## src/rtl/trap_unit_cfg.svh

```systemverilog
// Offsets, field positions, reset values and timing counts of the trap unit
`ifndef TRAP_UNIT_CFG_SVH
`define TRAP_UNIT_CFG_SVH
`define CLK_PERIOD_NS 10
`define INIT_TIME_NS 20000000
`define INIT_CYCLES (`INIT_TIME_NS / `CLK_PERIOD_NS)
`define MIN_INIT_NS 300
`define MIN_INIT_CYCLES ((`MIN_INIT_NS + `CLK_PERIOD_NS - 1) / `CLK_PERIOD_NS)
`define CTRL_OFFSET 8'h00
`define STATUS_OFFSET 8'h04
`define MASK_OFFSET 8'h08
`define PSW_OFFSET 8'h0c
`define CONSOLE_OFFSET 8'h10
`define CTRL_RESET 32'h0000_0000
`define MASK_RESET 5'h00
`define EV_INIT_DONE 0
`define EV_POWER_TRAP 1
`define EV_FATAL 2
`define EV_HALT 3
`define EV_PREEMPT 4
`define CC_SET_BIT 4
`define CC_OP_PREFIX 11'h005
`define PC_REG 3'h7
`define RESP_OKAY 2'h0
`define RESP_SLVERR 2'h2
`endif

```

## src/rtl/trap_unit_pkg.sv

```systemverilog
// Types shared by the trap unit and its helpers
package trap_unit_pkg;
    typedef enum logic [3:0] {SV_NONE, SV_BUS_ERROR, SV_HALT, SV_TRAP_INSTR,
        SV_STACK_OVF, SV_POWER, SV_BUS_REQ, SV_CONSOLE_STOP, SV_WAIT} service_t;
    typedef enum logic [1:0] {RS_IDLE, RS_INIT, RS_ABORT} reset_phase_t;
    typedef struct packed {
        logic busError;
        logic haltInstr;
        logic trapInstr;
        logic stackOverflowTrap;
        logic powerLossTrap;
        logic busRequest;
        logic consoleStop;
        logic waitLoop;
    } pending_t;
    typedef struct packed {
        logic [2:0] srcMode;
        logic [2:0] srcReg;
        logic [15:0] regPre;
        logic [15:0] memOperand;
    } operand_req_t;

    function automatic logic [15:0] plusTwo(input logic [15:0] addr);
        plusTwo = addr + 16'h0002;
    endfunction : plusTwo
endpackage : trap_unit_pkg

```

## src/rtl/trap_unit.sv

```systemverilog
// Processor trap, reset-instruction and operand semantics unit with AXI4-Lite
// How it works
// RULE1 - A condition-code operator sets flags picked by bits 0-3 when bit 4 is one, else clears them.
// RULE2 - A register source with an auto-adjusted destination uses the register value before adjustment.
// RULE3 - A register source with a deferred auto-adjusted destination also uses the pre-adjust value.
// RULE4 - Moving the program counter as a source stores the instruction address plus two.
// RULE5 - Byte accesses to the odd byte of the status word never raise an odd-address trap.
// RULE6 - The reset instruction leaves the run indicator on.
// RULE7 - Power failure during the reset's bus initialize ends the instruction and takes the power trap.
// RULE8 - An aborted reset still drives bus initialize for at least 300 ns.
// RULE9 - Power failure during the reset fetch is fatal and takes no power-down trap.
// RULE10 - A higher-priority interrupt pre-empts the first instruction of a service routine.
// RULE11 - Service order: bus error, halt, trap instructions, stack overflow, power, bus requests, console stop, wait.
// RULE12 - The reset instruction drives bus initialize for about 20 ms.
// RULE13 - A halt gives control to the console and shows the halt address plus two.
// RULE14 - Flags are carry bit 0, overflow bit 1, zero bit 2, negative bit 3.
//
// The address map and the AXI4-Lite interface to the registers are this design's own decisions.
`include "trap_unit_cfg.svh"
module trap_unit
    import trap_unit_pkg::*;
#(
    parameter int INIT_CYCLES = `INIT_CYCLES,
    parameter int MIN_INIT_CYCLES = `MIN_INIT_CYCLES
)
(
    input wire logic clock,
    input wire logic rst_b,
    input wire logic [7:0] s_axi_awaddr,
    input wire logic s_axi_awvalid,
    output logic s_axi_awready,
    input wire logic [31:0] s_axi_wdata,
    input wire logic [3:0] s_axi_wstrb,
    input wire logic s_axi_wvalid,
    output logic s_axi_wready,
    output logic [1:0] s_axi_bresp,
    output logic s_axi_bvalid,
    input wire logic s_axi_bready,
    input wire logic [7:0] s_axi_araddr,
    input wire logic s_axi_arvalid,
    output logic s_axi_arready,
    output logic [31:0] s_axi_rdata,
    output logic [1:0] s_axi_rresp,
    output logic s_axi_rvalid,
    input wire logic s_axi_rready,
    input wire logic instrValid,
    input wire logic [15:0] instrWord,
    input wire logic [15:0] instrAddr,
    input wire operand_req_t opReq,
    input wire logic accValid,
    input wire logic accByte,
    input wire logic [15:0] accAddr,
    input wire logic resetFetch,
    input wire logic resetStart,
    input wire logic powerFail,
    input wire pending_t pendingIn,
    input wire logic continueRun,
    input wire logic intEntry,
    input wire logic [2:0] intNewLevel,
    input wire logic intReqValid,
    input wire logic [2:0] intReqLevel,
    output logic [3:0] flagsOut,
    output logic [15:0] srcOperand,
    output logic oddAddrTrap,
    output logic busInit,
    output logic runLight,
    output logic fatalPower,
    output logic preempt,
    output service_t serviceGrant,
    output logic consoleMode,
    output logic [15:0] consoleData,
    output logic irq
);
    typedef struct packed {
        logic awReady;
        logic wReady;
        logic bValid;
        logic [1:0] bResp;
        logic arReady;
        logic rValid;
        logic [1:0] rResp;
        logic [31:0] rData;
        logic consoleStopSw;
        logic [4:0] status;
        logic [4:0] mask;
        logic irq;
        logic [3:0] flags;
        logic [2:0] level;
        logic [15:0] srcOperand;
        logic oddTrap;
        logic consoleMode;
        logic [15:0] consoleData;
        logic runLight;
        reset_phase_t phase;
        logic [31:0] initCount;
        logic busInit;
        logic fatal;
        logic firstPending;
        logic preempt;
        service_t grant;
        logic pfMeta;
        logic pfSync;
    } state_t;

    localparam state_t STATE_RESET = '{phase: RS_IDLE, grant: SV_NONE,
        mask: `MASK_RESET, runLight: 1'b1, default: '0};

    generate
        if (MIN_INIT_CYCLES < 1 || INIT_CYCLES <= MIN_INIT_CYCLES)
            $error("INIT_CYCLES must exceed MIN_INIT_CYCLES, which must be at least one");
    endgenerate

    state_t state_reg;
    state_t state_next;
    logic ccOp;
    logic [3:0] ccFlags;
    logic [15:0] operand;
    pending_t pending;
    service_t grantComb;
    logic writeFire;
    logic readFire;
    logic [4:0] events;
    logic [4:0] w1c;
    logic [31:0] readValue;
    logic readErr;
    logic initLast;
    logic initMinMet;

    cc_operand_unit operandUnit (
        .instrWord(instrWord),
        .instrAddr(instrAddr),
        .flags(state_reg.flags),
        .opReq(opReq),
        .ccOp(ccOp),
        .flagsNext(ccFlags),
        .srcOperand(operand)
    );

    service_arbiter arbiter (
        .pending(pending),
        .grant(grantComb)
    );

    always_comb
    begin
        state_next = state_reg;
        events = 5'h00;
        w1c = 5'h00;
        pending = pendingIn;
        // Power trap while idle; a fatal power loss never requests one
        pending.powerLossTrap = state_reg.pfSync && !state_reg.fatal
            && state_reg.phase == RS_IDLE && !resetFetch; // RULE9
        pending.consoleStop = pendingIn.consoleStop || state_reg.consoleStopSw;
        writeFire = state_reg.awReady && state_reg.wReady;
        readFire = state_reg.arReady;
        initLast = state_reg.initCount == 32'(INIT_CYCLES - 1);
        initMinMet = state_reg.initCount >= 32'(MIN_INIT_CYCLES - 1);

        state_next.pfMeta = powerFail;
        state_next.pfSync = state_reg.pfMeta;

        // Write channel: address and data are both taken in one cycle
        state_next.awReady = s_axi_awvalid && s_axi_wvalid && !state_reg.awReady
            && !state_reg.bValid;
        state_next.wReady = state_next.awReady;
        if (state_reg.bValid && s_axi_bready)
            state_next.bValid = 1'b0;
        if (writeFire)
        begin
            state_next.bValid = 1'b1;
            state_next.bResp = `RESP_OKAY;
            unique case (s_axi_awaddr)
                `CTRL_OFFSET:
                    if (s_axi_wstrb[0])
                        state_next.consoleStopSw = s_axi_wdata[0];
                `STATUS_OFFSET:
                    if (s_axi_wstrb[0])
                        w1c = s_axi_wdata[4:0];
                `MASK_OFFSET:
                    if (s_axi_wstrb[0])
                        state_next.mask = s_axi_wdata[4:0];
                `PSW_OFFSET, `CONSOLE_OFFSET:
                    state_next.bResp = `RESP_OKAY;
                default:
                    state_next.bResp = `RESP_SLVERR;
            endcase
        end

        // Read channel; the odd status byte has no bits and reads zero
        readErr = 1'b0;
        unique case (s_axi_araddr)
            `CTRL_OFFSET: readValue = {31'h0, state_reg.consoleStopSw};
            `STATUS_OFFSET: readValue = {27'h0, state_reg.status};
            `MASK_OFFSET: readValue = {27'h0, state_reg.mask};
            `PSW_OFFSET: readValue = {24'h0, state_reg.level, 1'b0, state_reg.flags};
            `CONSOLE_OFFSET: readValue = {16'h0, state_reg.consoleData};
            default:
            begin
                readValue = 32'h0;
                readErr = 1'b1;
            end
        endcase
        state_next.arReady = s_axi_arvalid && !state_reg.arReady && !state_reg.rValid;
        if (state_reg.rValid && s_axi_rready)
            state_next.rValid = 1'b0;
        if (readFire)
        begin
            state_next.rValid = 1'b1;
            state_next.rData = readValue;
            state_next.rResp = readErr ? `RESP_SLVERR : `RESP_OKAY;
        end

        // Instruction-level operand and flag work
        if (instrValid)
        begin
            state_next.flags = ccFlags; // RULE1
            state_next.srcOperand = operand; // RULE2 RULE4
        end
        // Only word accesses to odd addresses trap; byte accesses never do
        state_next.oddTrap = accValid && accAddr[0] && !accByte; // RULE5

        // Reset instruction sequence; the run light is left untouched
        unique case (state_reg.phase)
            RS_IDLE:
                if (resetFetch && state_reg.pfSync)
                begin
                    state_next.fatal = 1'b1; // RULE9
                    events[`EV_FATAL] = 1'b1;
                end
                else if (resetStart && !state_reg.fatal)
                begin
                    state_next.phase = RS_INIT; // RULE12 RULE6
                    state_next.initCount = 32'h0;
                    state_next.busInit = 1'b1;
                end
            RS_INIT:
            begin
                state_next.initCount = state_reg.initCount + 32'h1;
                if (state_reg.pfSync && initMinMet)
                begin
                    state_next.phase = RS_IDLE; // RULE7
                    state_next.busInit = 1'b0;
                end
                else if (state_reg.pfSync)
                    state_next.phase = RS_ABORT; // RULE8
                else if (initLast)
                begin
                    state_next.phase = RS_IDLE; // RULE12
                    state_next.busInit = 1'b0;
                    events[`EV_INIT_DONE] = 1'b1;
                end
            end
            RS_ABORT:
            begin
                state_next.initCount = state_reg.initCount + 32'h1;
                if (initMinMet)
                begin
                    state_next.phase = RS_IDLE; // RULE8
                    state_next.busInit = 1'b0;
                end
            end
        endcase

        // Interrupt entry: a higher request before the first instruction wins
        state_next.preempt = 1'b0;
        if (intEntry)
        begin
            state_next.level = intNewLevel;
            state_next.firstPending = 1'b1;
        end
        else if (state_reg.firstPending && intReqValid && intReqLevel > state_reg.level)
        begin
            state_next.preempt = 1'b1; // RULE10
            state_next.level = intReqLevel;
            events[`EV_PREEMPT] = 1'b1;
        end
        else if (state_reg.firstPending && instrValid)
            state_next.firstPending = 1'b0;

        // Service selection and its effects
        state_next.grant = grantComb; // RULE11
        if (grantComb == SV_POWER)
            events[`EV_POWER_TRAP] = 1'b1; // RULE7
        if (grantComb == SV_HALT && !state_reg.consoleMode)
        begin
            state_next.consoleMode = 1'b1; // RULE13
            state_next.consoleData = plusTwo(instrAddr); // RULE13
            state_next.runLight = 1'b0;
            events[`EV_HALT] = 1'b1;
        end
        else if (continueRun && state_reg.consoleMode)
        begin
            state_next.consoleMode = 1'b0;
            state_next.runLight = 1'b1;
        end

        // New events win over a clear in the same cycle
        state_next.status = (state_reg.status & ~w1c) | events;
        state_next.irq = |(state_next.status & state_next.mask);
    end

    always_ff @(posedge clock or negedge rst_b)
    begin
        if (!rst_b)
            state_reg <= STATE_RESET;
        else
            state_reg <= state_next;
    end

    assign s_axi_awready = state_reg.awReady;
    assign s_axi_wready = state_reg.wReady;
    assign s_axi_bvalid = state_reg.bValid;
    assign s_axi_bresp = state_reg.bResp;
    assign s_axi_arready = state_reg.arReady;
    assign s_axi_rvalid = state_reg.rValid;
    assign s_axi_rresp = state_reg.rResp;
    assign s_axi_rdata = state_reg.rData;
    assign flagsOut = state_reg.flags;
    assign srcOperand = state_reg.srcOperand;
    assign oddAddrTrap = state_reg.oddTrap;
    assign busInit = state_reg.busInit;
    assign runLight = state_reg.runLight;
    assign fatalPower = state_reg.fatal;
    assign preempt = state_reg.preempt;
    assign serviceGrant = state_reg.grant;
    assign consoleMode = state_reg.consoleMode;
    assign consoleData = state_reg.consoleData;
    assign irq = state_reg.irq;

    cc_set_a: assert property (@(posedge clock) disable iff (!rst_b) // RULE1
        instrValid && ccOp && instrWord[4] |=> (flagsOut & $past(instrWord[3:0]))
        == $past(instrWord[3:0]))
        else $error("selected flags not set");
    cc_clear_a: assert property (@(posedge clock) disable iff (!rst_b) // RULE1
        instrValid && ccOp && !instrWord[4] |=> (flagsOut & $past(instrWord[3:0])) == 4'h0)
        else $error("selected flags not cleared");
    pre_adjust_a: assert property (@(posedge clock) disable iff (!rst_b) // RULE2
        instrValid && opReq.srcMode == 3'h0 && opReq.srcReg != `PC_REG
        |=> srcOperand == $past(opReq.regPre))
        else $error("source not taken before adjustment");
    pc_plus_two_a: assert property (@(posedge clock) disable iff (!rst_b) // RULE4
        instrValid && opReq.srcMode == 3'h0 && opReq.srcReg == `PC_REG
        |=> srcOperand == $past(instrAddr) + 16'h0002)
        else $error("program counter source not address plus two");
    byte_no_trap_a: assert property (@(posedge clock) disable iff (!rst_b) // RULE5
        accValid && accByte |=> !oddAddrTrap)
        else $error("byte access raised odd-address trap");
    run_kept_a: assert property (@(posedge clock) disable iff (!rst_b) // RULE6
        runLight && !consoleMode && state_reg.phase == RS_INIT |=> runLight)
        else $error("reset instruction cleared run light");
    init_min_a: assert property (@(posedge clock) disable iff (!rst_b) // RULE8
        $fell(busInit) |-> $past(state_reg.initCount) >= 32'(MIN_INIT_CYCLES - 1))
        else $error("bus initialize shorter than minimum");
    abort_fast_a: assert property (@(posedge clock) disable iff (!rst_b) // RULE7
        state_reg.phase == RS_INIT && state_reg.pfSync && initMinMet |=> !busInit
        ##1 (serviceGrant inside {[SV_BUS_ERROR:SV_POWER]} || !$past(state_reg.pfSync)))
        else $error("power loss did not end reset instruction");
    fatal_quiet_a: assert property (@(posedge clock) disable iff (!rst_b) // RULE9
        fatalPower |-> serviceGrant != SV_POWER)
        else $error("power trap after fatal power loss");
    preempt_first_a: assert property (@(posedge clock) disable iff (!rst_b) // RULE10
        state_reg.firstPending && !intEntry && intReqValid && intReqLevel > state_reg.level
        |=> preempt)
        else $error("higher interrupt did not pre-empt");
    order_a: assert property (@(posedge clock) disable iff (!rst_b) // RULE11
        pendingIn.busError |=> serviceGrant == SV_BUS_ERROR)
        else $error("bus error not serviced first");
    halt_console_a: assert property (@(posedge clock) disable iff (!rst_b) // RULE13
        grantComb == SV_HALT && !consoleMode
        |=> consoleMode && consoleData == $past(instrAddr) + 16'h0002)
        else $error("halt did not show next address");
endmodule : trap_unit

```

## src/rtl/service_arbiter.sv

```systemverilog
// Fixed-order selection among pending processor service conditions
module service_arbiter
    import trap_unit_pkg::*;
(
    input wire pending_t pending,
    output service_t grant
);
    always_comb
    begin
        if (pending.busError)
            grant = SV_BUS_ERROR; // RULE11
        else if (pending.haltInstr)
            grant = SV_HALT;
        else if (pending.trapInstr)
            grant = SV_TRAP_INSTR;
        else if (pending.stackOverflowTrap)
            grant = SV_STACK_OVF;
        else if (pending.powerLossTrap)
            grant = SV_POWER;
        else if (pending.busRequest)
            grant = SV_BUS_REQ;
        else if (pending.consoleStop)
            grant = SV_CONSOLE_STOP;
        else if (pending.waitLoop)
            grant = SV_WAIT;
        else
            grant = SV_NONE;
    end
endmodule : service_arbiter

```

## src/rtl/cc_operand_unit.sv

```systemverilog
// Condition-code operator and source operand selection
`include "trap_unit_cfg.svh"
module cc_operand_unit
    import trap_unit_pkg::*;
(
    input wire logic [15:0] instrWord,
    input wire logic [15:0] instrAddr,
    input wire logic [3:0] flags,
    input wire operand_req_t opReq,
    output logic ccOp,
    output logic [3:0] flagsNext,
    output logic [15:0] srcOperand
);
    always_comb
    begin
        ccOp = instrWord[15:5] == `CC_OP_PREFIX;
        flagsNext = flags;
        if (ccOp)
        begin
            if (instrWord[`CC_SET_BIT])
                flagsNext = flags | instrWord[3:0]; // RULE1 RULE14
            else
                flagsNext = flags & ~instrWord[3:0]; // RULE1
        end
        // Register operands other than the PC use the value read before any adjustment
        if (opReq.srcMode != 3'h0)
            srcOperand = opReq.memOperand;
        else if (opReq.srcReg == `PC_REG)
            srcOperand = plusTwo(instrAddr); // RULE4
        else
            srcOperand = opReq.regPre; // RULE2 RULE3
    end
endmodule : cc_operand_unit

```

## config.mk

```make
export PLATFORM = sky130hd
export DESIGN_NAME = trap_unit
export DESIGN_NICKNAME = d
export VERILOG_FILES = /design/src/rtl/trap_unit_pkg.sv /design/src/rtl/trap_unit.sv /design/src/rtl/service_arbiter.sv /design/src/rtl/cc_operand_unit.sv
export VERILOG_INCLUDE_DIRS = /design/src /design/src/rtl
export SDC_FILE = /design/constraint.sdc
export NUM_CORES = 1
export LEC_CHECK = 0
export ABC_AREA = 1
export BUFFER_PORTS_ARGS = -buffer_cell sky130_fd_sc_hd__buf_2
export CORE_MARGIN = 5
export CORE_UTILIZATION = 35
export CTS_CLUSTER_DIAMETER = 30
export DETAILED_ROUTE_END_ITERATION = 6
export MAX_ROUTING_LAYER = met4
export PLACE_DENSITY_LB_ADDON = 0.05
export SYNTH_ARGS = -nofsm -noshare
export SYNTH_HDL_FRONTEND = slang
export SYNTH_SLANG_ARGS = --single-unit
```

## constraint.sdc

```tcl
create_clock -name clock -period 3.8 [get_ports clock]
set_input_delay 0.76 -clock clock [delete_from_list [all_inputs] [get_ports clock]]
set_output_delay 0.76 -clock clock [all_outputs]
set_load 0.02 [all_outputs]
```

==> impl_metrics.csv <==
group,metric,value,unit
outcome,status,"finished clean",
timing,post-route-min-period,2170,ps
synth,synth-compound-area-share,10.7,%
finish,largest_reg_flops,50,
finish,multi_input_comb_area,3420,sq um
critical_path,path_class,"reg2reg",
clocking,post_cts_resized,0,
timing,hold_viol,0,
synth,synth_flop_cell,"dfrtp_1",
finish,layout_commonest_cell,"nand2_1",
die,fp.dieW,157,um
synth,yosys.area.top_type,"dfrtp_1",
placement,io_buffers,191,
clocking,cts.sinks,120,
timing,tightestPinTransition,714,ps
detailed_routing,drt-pass1-iter-count,5,
synth,synth_top_area_share,39.4,%
detailed_routing,via_count,6930,
synth,synth_area,7560,sq um
critical_path,crit_path_start,"state_reg[42]",
global_routing,antenna_found_initial,3,
timing,clock_skew,10.2,ps
die,coreArea,21200,sq um
placement,place_congestion,0.861,
die,dieArea,24600,sq um
finish,fill_cells,2224,
power,peakVddDrop,0.000277,V
critical_path,timing.rr.end,"state_reg[22]",
timing,fmax,462,MHz
synth,netlist_top_cells_area,"dfrtp_1, nand2_1, buf_4",
synth,ys_ff_latch,120,
critical_path,startpoint_type,"register",
critical_path,cp_cell_sequence,"inv_1 > ha_1 > nand2_1 > inv_1 > nand2_2 > nand2_4 > inv_2 > nand3_1 > o21ai_1 > o21ai_1 > o21ai_0 > inv_1",
detailed_routing,drc,0,
timing,finalSetupViolCount,0,
clocking,clock-root-buffer,"clkbuf_16",
finish,drive_gt1_share,23.7,%
synth,synth_top_family_by_area,"simple AND/OR/NAND/NOR gates",
global_routing,track_usage,18.3,%
synth,yosysWarnings,0,
synth,ys_seq_area_share,39.7,%
global_routing,grt_pass1_wl,34800,um
timing,min_period_over_period,57.0,%
run,cap_violations,0,
synth,synth_xor_area_share,1.04,%
global_routing,grt-ovfl-total,0,
detailed_routing,ant_nets,0,
finish,seqCellArea,3000,sq um
clocking,cts_inserted_buffers,17,
critical_path,critPathSlowestCell,"dfrtp_1",
synth,synth_cell_types,43,
synth,synthCells,1039,
critical_path,cp.required,4100,ps
die,io_pins,256,
timing,setup_tns,0,ps
clocking,clk_latency,420,ps
worst_hold_path,hold_class,"in2async",
clocking,cts_tree,"done",
finish,nNetsFinal,1356,
critical_path,endpoint,"state_reg[22]",
critical_path,reg2reg_depth,12,
clocking,clockBufferDepth,2,
finish,final_cell_mix,"nand2_1, buf_2, inv_1, dfrtp_1, nor2_1",
synth,synth_edf_count,0,
critical_path,worst_ep_arrival_time,2460,ps
detailed_routing,wl,21900,um
die,die_h,157,um
placement,place_hpwl,17200,um
global_routing,grt_max_degree,73,
power,p_leak,4.56,nW
clocking,htree_levels,4,
clocking,clk_pin_slew,60,ps
synth,synthAdderAreaFrac,1.65,%
timing,slew_viol_final,0,
critical_path,path_max_fanout,20,
detailed_routing,wl_per_cell,14.9,um
power,pwr_density_cell,419,nW/um^2
critical_path,timing.rr.start,"state_reg[42]",
critical_path,cp_common_cell,"inv_1",
die,start_util,35.7,%
critical_path,max_stage_delay,360,ps
critical_path,ff2ff_setup_slack,1630,ps
global_routing,grt_pass1_vias,6732,
detailed_routing,drtIter0Drc,442,
clocking,cts_hold_buf,0,
synth,syn_avg_cell_area,7.28,sq um
clocking,postCtsSetupRepairBufs,0,
finish,area_growth_syn_to_layout,19.0,%
detailed_routing,post_drt_via_cell_ratio,4.72,
power,p_total,3.77,mW
timing,max-slew-margin-rel,52.4,%
synth,muxShareOfSynthArea,0,%
synth,yosys.area_share.simple,31.0,%
synth,async_flop_share,100,%
die,fp-row-count,53,
timing,rsz0062_at_grt,"no",
critical_path,cp-end-kind,"register",
kinds of logic (layout without fill, tap and decap cells):
group                    after synthesis  count (layout)
AND/OR/NAND/NOR                      514             514
buffers and inverters                237             372
AO/OA/AOI/OAI                        148             148
flip-flops                           120             120
adder cells (fa/ha/maj)               10              10
XOR/XNOR                               9               9
other                                  1              21
per-stage QoR:
stage	area [sq um]	setup slack [ps]	std cells	utilization (%)	hold WS, ps
detailed placement	8320	1310	1434	39.4	348
finish	8990	1630	1469	42.5	337
floorplan	7620	2010	1056	-	331
global placement	8320	1310	1434	39.4	340
global route	8990	1420	1469	42.5	362
CTS	8990	1620	1466	42.5	359
cells in the mapped netlist (2+ instances only):
cell / instances
nand2_2: 8
nor2_2: 8
o21bai_1: 5
a21oi_1: 45
nand3_1: 66
nor3_1: 20
and3_1: 2
o31ai_1: 9
ha_1: 10
o21a_1: 2
dfrtp_1: 119
buf_2: 3
nand4_1: 25
nor4_1: 2
nor2_1: 100
o21ai_0: 58
inv_2: 11
nor3_2: 8
xnor2_1: 2
xor2_1: 7
o21ai_1: 15
o211ai_1: 3
clkbuf_1: 10
nor2_4: 10
buf_4: 79
a31oi_1: 5
a21boi_0: 2
nand2_1: 255
inv_1: 132
or2_2: 3
o22ai_1: 3
worst min-delay path by stage:
stage / depth (start not counted) / endpoint / slack [ps]
after detailed placement: 0 / state_reg[0] / 350
after global placement: 0 / state_reg[0] / 340
after CTS: 0 / state_reg[0] / 360
final: 1 / state_reg[16] / 340
after global routing: 0 / state_reg[0] / 360
after floorplan: 0 / state_reg[0] / 330
critical path: cells and delay by family, from the launching register on:
kind | cells | cell delay [ps]
buffers and inverters | 4 | 550
and+or+nand+nor | 4 | 550
AOI/OAI and AO/OA | 3 | 370
DFF | 1 | 360
adders and majority gates | 1 | 220
per-layer routing:
| metal | track usage [%] | vias to the layer above | routed length, um |
|---|---|---|---|
| li1 | - | 3525 | - |
| met1 | 25.2 | 3167 | 10300 |
| met2 | 26.6 | 207 | 9600 |
| met3 | 4.70 | 31 | 1560 |
| met4 | 5.70 | 0 | 452 |
| met5 | - | - | 0 |
area by class of cell:
| cell class | instances | share of cell area [%] |
|---|---|---|
| Multi-Input combinational cell | 699 | 38.1 |
| Clock buffer | 17 | 4.73 |
| Inverter | 144 | 6.01 |
| Clock inverter | 15 | 2.64 |
| Antenna cell | 3 | 0.0835 |
| Sequential cell | 120 | 33.4 |
| Timing Repair Buffer | 196 | 11.3 |
| Tap cell | 275 | 3.83 |
report_power, final:
| group | leakage, nW | internal, mW | switching (mW) |
|---|---|---|---|
| registers | 1.48 | 1.36 | 0.0565 |
| logic | 2.77 | 0.166 | 0.345 |
| clock network | 0.317 | 1.18 | 0.656 |
| total | 4.56 | 2.71 | 1.06 |
Note: power is estimated with default switching activity, not from simulation.
